==> config.mk <==
export PLATFORM = sky130hd
export DESIGN_NAME = pao_output_logic
export DESIGN_NICKNAME = d
export VERILOG_FILES = /design/src/rtl/pao_delay_line.v /design/src/rtl/pao_output_logic.v
export VERILOG_INCLUDE_DIRS = /design/src /design/src/rtl
export SDC_FILE = /design/constraint.sdc
export NUM_CORES = 1
export LEC_CHECK = 0
export BUFFER_PORTS_ARGS = -buffer_cell sky130_fd_sc_hd__buf_2
export CELL_PAD_IN_SITES_DETAIL_PLACEMENT = 0
export CELL_PAD_IN_SITES_GLOBAL_PLACEMENT = 2
export CORE_MARGIN = 10
export CORE_UTILIZATION = 48
export CTS_BUF_LIST = sky130_fd_sc_hd__clkbuf_4
export DETAILED_ROUTE_END_ITERATION = 8
export PLACE_DENSITY_LB_ADDON = 0.1
export SLEW_MARGIN = 15
export SYNTH_ARGS = -nofsm -noshare
export SYNTH_HDL_FRONTEND = slang
export SYNTH_HIERARCHICAL = 1
export SYNTH_SLANG_ARGS = --single-unit
==> constraint.sdc <==
create_clock -name core_clk -period 19.05 [get_ports core_clk]
set_input_delay 4.7625 -clock core_clk [delete_from_list [all_inputs] [get_ports core_clk]]
set_output_delay 4.7625 -clock core_clk [all_outputs]
set_load 0.01 [all_outputs]
==> src/rtl/pao_defines.vh <==
// pao_defines.vh: shared constants for the converter output logic
// assumes inclusion by bare name from design files under rtl/
`ifndef PAO_DEFINES_VH
`define PAO_DEFINES_VH
`define PAO_WIDTH        12
`define PAO_LATENCY      10
`define PAO_POS_FS       12'h7FF
`define PAO_NEG_FS       12'h800
`define PAO_CLK_PERIOD_PS 8000
`define PAO_SETTLE_NS    200
`define PAO_SETTLE_CYC   10
`define PAO_MIN_RATE_NS  1000
`endif

==> src/rtl/pao_delay_line.v <==
// pao_delay_line.v: fixed-depth register pipeline for sample plus flag
// assumes one clock; stage advances on every strobe-qualified cycle
`timescale 1ns/1ps
module pao_delay_line #(
  parameter WIDTH = 13,
  parameter DEPTH = 9
) (
  input  wire             core_clk, // system clock
  input  wire             nrst,     // sync reset, active low
  input  wire             adv,      // advance one stage
  input  wire [WIDTH-1:0] din,      // stage input
  output wire [WIDTH-1:0] dout      // last stage output
);
  reg [WIDTH-1:0] stage_reg [0:DEPTH-1];
  integer i;
  always @(posedge core_clk) begin
    if (!nrst) begin
      for (i = 0; i < DEPTH; i = i + 1) begin
        stage_reg[i] <= {WIDTH{1'b0}};
      end
    end else if (adv) begin
      stage_reg[0] <= din;
      for (i = 1; i < DEPTH; i = i + 1) begin
        stage_reg[i] <= stage_reg[i-1];
      end
    end
  end
  assign dout = stage_reg[DEPTH-1];
endmodule

==> src/rtl/pao_output_logic.v <==
// pao_output_logic.v: saturating twos-complement output pipeline
// assumes sample strobe and raw code are synchronous to core_clk
//
// Functional notes
// RQ1 - output samples are signed twos-complement words
// RQ2 - over-range flag low whenever the output sample is in range
// RQ3 - flag high in any cycle the output equals +2047 or -2048
// RQ4 - flag recomputed each sample and delayed exactly like the data
// RQ5 - flag stays high while samples remain at full scale
// RQ6 - samples clamp at full scale instead of wrapping
// RQ7 - registered outputs, ten strobe cycles from sample to output
// RQ8 - outputs change only right after a strobe rising edge; out_valid changes with the settle tracker instead
// RQ9 - strobe rate must stay at or above 1 MSPS
// RQ10 - capture ignores output until 200 ns and 10 strobes elapse
// RQ11 - capture takes sample bits and flag together as one word
`timescale 1ns/1ps
`include "pao_defines.vh"
module pao_output_logic #(
  parameter LATENCY    = `PAO_LATENCY,
  parameter SETTLE_CYC = `PAO_SETTLE_CYC
) (
  input  wire        core_clk,    // 125 MHz system clock
  input  wire        nrst,        // sync reset, active low
  input  wire        strobe,      // sample strobe level
  input  wire [13:0] raw_code,    // signed raw conversion, wider range
  output reg  [11:0] sample_bits, // twos-complement output word
  output reg         over_range,  // full-scale flag, aligned to word
  output wire        out_valid    // settle window over
);

  // settle window: 200 ns rounded up to whole core_clk periods
  localparam integer SETTLE_CLKS =
    (`PAO_SETTLE_NS * 1000 + `PAO_CLK_PERIOD_PS - 1) / `PAO_CLK_PERIOD_PS;
  // slowest legal sample period in core_clk periods
  localparam integer GAP_CLKS    =
    (`PAO_MIN_RATE_NS * 1000) / `PAO_CLK_PERIOD_PS;
  localparam integer PIPE_W      = 13;
  localparam [11:0]  POS_FS      = `PAO_POS_FS;
  localparam [11:0]  NEG_FS      = `PAO_NEG_FS;
  localparam [4:0]   EDGE_GOAL   = SETTLE_CYC[4:0];
  localparam [7:0]   TIME_GOAL   = SETTLE_CLKS[7:0];
  localparam [7:0]   GAP_GOAL    = GAP_CLKS[7:0];

  // settle tracker states, one-hot
  localparam [2:0]   ST_COLD     = 3'h1;
  localparam [2:0]   ST_WARM     = 3'h2;
  localparam [2:0]   ST_READY    = 3'h4;

  // clamp wider signed value to the 12-bit code range
  function [11:0] sat12;
    input [13:0] v;
    begin
      if (!v[13] && (v[12:11] != 2'b00)) begin
        sat12 = POS_FS;
      end else if (v[13] && (v[12:11] != 2'b11)) begin
        sat12 = NEG_FS;
      end else begin
        sat12 = v[11:0];
      end
    end
  endfunction

  // true at either end of the code range
  function is_fs;
    input [11:0] w;
    begin
      is_fs = (w == POS_FS) || (w == NEG_FS);
    end
  endfunction

  // true once a counter has reached its goal
  // widened to 8 bits so all counters share it
  function reached;
    input [7:0] cnt;
    input [7:0] goal;
    begin
      reached = (cnt >= goal);
    end
  endfunction

  // pipeline word: flag above the sample bits
  reg  [2:0]        settle_state_reg;
  reg  [2:0]        settle_state_next;
  reg               strobe_d_reg;
  wire              strobe_rise;
  wire [11:0]       sat_word;
  wire              sat_flag;
  wire [PIPE_W-1:0] head;
  wire [PIPE_W-1:0] tail;
  reg  [4:0]        edge_cnt_reg;
  reg  [7:0]        time_cnt_reg;
  reg  [7:0]        gap_cnt_reg;
  wire              strobe_lost;
  wire              edge_done;
  wire              time_done;

  // a held-high strobe counts once; the pin idles low after reset,
  // so the detector register clears low and no false edge follows
  assign strobe_rise = strobe & ~strobe_d_reg;

  always @(posedge core_clk) begin
    if (!nrst) begin
      strobe_d_reg <= 1'b0;
    end else begin
      strobe_d_reg <= strobe;
    end
  end

  // clamp first, then flag the clamped word, so the flag marks the code
  // really output; an exact full-scale code in range also sets it
  assign sat_word = sat12(raw_code); // RQ6 RQ1
  assign sat_flag = is_fs(sat_word); // RQ3 RQ2
  assign head     = {sat_flag, sat_word}; // RQ4

  // LATENCY stages advance on sample edges only; the output register
  // below takes the last one, so a sample shows at the LATENCY-th
  // following edge; reset zeros make early words read as mid-scale
  pao_delay_line #(.WIDTH(PIPE_W), .DEPTH(LATENCY)) u_dly (
    .core_clk (core_clk),
    .nrst     (nrst),
    .adv      (strobe_rise),
    .din      (head),
    .dout     (tail)
  );

  // word and flag move in one register so they never disagree
  // reset clears to mid-scale zero with the flag low
  always @(posedge core_clk) begin
    if (!nrst) begin
      sample_bits <= 12'h000;
      over_range  <= 1'b0;
    end else if (strobe_rise) begin // RQ8
      sample_bits <= tail[11:0]; // RQ7
      over_range  <= tail[12];   // RQ4 RQ5
    end
  end

  // a gap longer than the slowest legal sample period means the strobe
  // was interrupted; the counter stops there until the next edge
  // so it can never wrap back into the legal range
  always @(posedge core_clk) begin
    if (!nrst) begin
      gap_cnt_reg <= 8'h00;
    end else if (strobe_rise) begin
      gap_cnt_reg <= 8'h00;
    end else if (!strobe_lost) begin
      gap_cnt_reg <= gap_cnt_reg + 8'h01;
    end
  end
  // an interruption demands a fresh settle window
  assign strobe_lost = reached(gap_cnt_reg, GAP_GOAL);

  // strobe edges seen since reset or resume, saturating at the goal
  always @(posedge core_clk) begin
    if (!nrst) begin
      edge_cnt_reg <= 5'h00;
    end else if (strobe_lost) begin
      edge_cnt_reg <= 5'h00;
    end else if (strobe_rise && !edge_done) begin
      edge_cnt_reg <= edge_cnt_reg + 5'h01; // RQ10
    end
  end

  // core_clk periods since reset or resume stand in for settle time
  // limitation: power-up itself is not seen, only the reset after it
  always @(posedge core_clk) begin
    if (!nrst) begin
      time_cnt_reg <= 8'h00;
    end else if (strobe_lost) begin
      time_cnt_reg <= 8'h00;
    end else if (!time_done) begin
      time_cnt_reg <= time_cnt_reg + 8'h01; // RQ10
    end
  end

  // both the time and the strobe count must pass
  assign edge_done = reached({3'h0, edge_cnt_reg}, {3'h0, EDGE_GOAL});
  assign time_done = reached(time_cnt_reg, TIME_GOAL);

  // WARM only records that one of the two goals is met
  always @(posedge core_clk) begin
    if (!nrst) begin
      settle_state_reg <= ST_COLD;
    end else begin
      settle_state_reg <= settle_state_next;
    end
  end

  // an interruption drops straight back to cold from any state
  always @* begin
    settle_state_next = settle_state_reg;
    if (strobe_lost) begin
      settle_state_next = ST_COLD;
    end else begin
      case (settle_state_reg)
        ST_COLD: begin
          if (edge_done && time_done) begin
            settle_state_next = ST_READY;
          end else if (edge_done || time_done) begin
            settle_state_next = ST_WARM;
          end
        end
        ST_WARM: begin
          if (edge_done && time_done) begin
            settle_state_next = ST_READY;
          end
        end
        ST_READY: begin
          settle_state_next = ST_READY;
        end
        default: begin
          settle_state_next = ST_COLD;
        end
      endcase
    end
  end

  // registered, so out_valid rises one clock after both goals are met;
  // it is a hint only, capture logic still applies its own discard
  assign out_valid = (settle_state_reg == ST_READY); // RQ10
endmodule

==> impl_results.md <==
- Status: complete, no violations
- Wire per inst: 15.0 µm
- Post-CTS Setup Inserts: 0
- ANT cells: 0
- Reg2reg end: u_dly/stage_reg[0][96]
- R2r startpoint: strobe_d_reg
- Clk_lat worst skew: 0.55 ns
- Vias in the first global route: 3750
- Post-route clock period utilization: 35.5%
- Max-slew violation count: 0
- FMAX: 148 MHz
- Rows: 43
- Sequential share of the synthesized area: 67.3%
- CP Max Fanout: 67
- VDD IR-drop max: 43.1 µV
- Top-area cell type share of the netlist area: 56.3%
- I/O pins: 31
- Final number of setup-violating endpoints: 0
- Minimum clock period: 6.77 ns
- Synthesis-to-layout area growth: 5.98%
- Layout cells sized above 1: 12.8%
- First-pass GRT wire length: 19.0 mm
- Area taken by multi-input logic gates: 0.00194 mm²
- Synthesized area per cell: 12.4 µm²
- FF/Latch Area: 0.00466 mm²
- Power per cell area: 92.4 mW/mm²
- DPL Wire Length: 6.17 mm
- Drt first pass iters: 4
- Iteration-0 DRC Markers: 306
- Final RePlAce weighted congestion: 0.676
- Hold worst-path end: sample_bits[10]
- Largest net degree at the start of global routing: 142
- Worst EP required: 19.22 ns
- Largest cells by area after synthesis: edfxtp_1 (56%), and3_1 (12%), dfxtp_1 (11%), nor2_1 (2.7%), nand2_1 (2.3%)
- Worst reg2reg setup slack: 16.20 ns
- Critical path startpoint category: primary input
- Nets: 581
- Worst min-delay path startpoint: sample_bits[10]
- Die area: 0.0196 mm²
- Post-synth top area cell: edfxtp_1
- Final WS setup: 12.28 ns
- DR vias: 3973
- Count leader, synth: and3_1
- CTS buffer count: 17
- Worst EP arrival: 6.94 ns
- Yosys reg bits: 168
- Syn Std Cell Area: 0.00693 mm²
- Clock tree sinks: 168
- Grt ovf: 0
- CP Launch Point: strobe
- Commonest cells in the synthesized netlist: and3_1 (136), edfxtp_1 (130), nor2_1 (50)
- Post-Syn Instances: 559
- Asr flop ratio synth: 0%
- Synth warn: 6
- Setup Crit Path Kind: primary input to flop
- Main flop type after synthesis: edfxtp_1
- Largest register FFs: 130
- Number of flops mapped to enable cells by yosys: 130
- Core area: 0.0140 mm²
- Starting Density: 49.5%
- Worst-Margin Slew: 1.02 ns
- CTS H-Tree Depth: 4
- Leakage power: 3.24 nW
- Total Power: 0.000679 W
- Clock transition at path regs: 0.13 ns
- Final ANT Viol Nets: 0
- CTS tree: yes
- CP endpoint kind: flop
- GRT Util Overall: 11.6%
- Via/cell ratio: 5.30
- RSZ-0062 raised after global routing: false
- Hold Path Class: flop to flop
- Syn_nets: 584
- Initial antenna violation count: 0
- Post-synthesis cell type count: 44
- Clk_skew: 0.0197 ns
- Slew headroom: 31.8%
- Post-CTS sizing: 0
- R2R depth: 4
- Clock Tree Root: clkbuf_4
- Routed wire length: 11.2 mm
- Max_cap viols: 0
- Setup WS pre-CTS: 11.64 ns
- Die W: 140 µm
- Cts hold-fix bufs: 0
- Fillers: 1242
- Fin. Hold Viols: 0
- Clk buf depth: 2
- PortBufs: 30
- Hold path cells: 2
- DRC viols: 0
- Die Height: 140 µm
- Setup_tns: 0 ns
- Final core utilization: 52.5%
==> worst max-delay path, cell delays in order <==
cell,delay [ns]
buf_2,0.08
nand2b_1,0.34
inv_2,0.19
nand2b_4,0.68
buf_4,0.80
==> how the worst max path moves through the flow <==
stage | end | slack, ns | cells after the start
floorplan | u_dly/stage_reg[0][0] | 9.71 | 6
global placement | u_dly/stage_reg[0][118] | 11.75 | 5
detailed placement | u_dly/stage_reg[0][123] | 11.64 | 5
CTS | u_dly/stage_reg[0][121] | 12.25 | 5
global route | u_dly/stage_reg[0][128] | 12.05 | 5
finish | u_dly/stage_reg[0][96] | 12.28 | 5
==> layout by cell type, fill, tap and decap left out, types with 2 or more instances in the layout <==
cell type,count
a21oi_1,16
ha_1,8
mux2i_1,2
nor3_1,2
inv_1,9
o21ai_0,3
nor4_1,3
clkinvlp_4,2
or3_1,2
xor2_1,3
and3_1,136
a21boi_0,13
a41oi_1,3
dfxtp_1,38
nand3_1,5
bufinv_16,3
nor2_1,50
buf_4,4
nand4_1,3
clkbuf_4,24
nand2b_1,5
nor4b_1,2
o31a_1,2
xnor2_1,5
buf_2,29
and2_1,2
o211ai_1,2
edfxtp_1,130
nand2_1,43
==> metrics by stage <==
step | cell area, µm² | hold WS (ns) | cells
6_report | 7340 | 0.469 | 749
5_1_grt | 7340 | 0.501 | 749
4_1_cts | 7340 | 0.475 | 749
3_5_place_dp | 7040 | 0.457 | 717
3_3_place_gp | 7040 | 0.453 | 717
2_1_floorplan | 6930 | 0.441 | 559
==> area by class of cell <==
type                       count  share of cell area, %
multi-input combinational    326                   26.4
clock inverter                 8                   1.67
timing repair buffer          33                   2.39
sequential                   168                   63.5
clock buffer                  24                   2.45
tap                          180                   3.07
inverter                      10                  0.511
==> power breakdown <==
group          internal, W  switching (W)   total, W  leakage [nW]
sequential        0.000417     0.00000606   0.000423          1.72
clock             0.000101       0.000114   0.000216         0.163
combinational    0.0000123      0.0000276  0.0000399          1.35
total             0.000530       0.000148   0.000679          3.24
==> routing by layer <==
metal  vias to the layer above  part of all wire, %  global-route usage, %
met4                         0                  1.6                   5.05
met5                         -                    0                      0
li1                       1993                    -                      -
met1                      1924                   48                   15.1
met3                        16                  3.1                   3.38
met2                        40                   47                   17.6
==> logic make-up after synthesis <==
logic type / synth area share [%]
xor gates and xnor gates: 1.01
DFF: 67.3
AOI/OAI and AO/OA: 4.82
buffers and inverters: 4.82
and+or+nand+nor: 20.3
adders and majority gates: 1.44
muxes: 0.289
(Power assumes the default switching activity.)
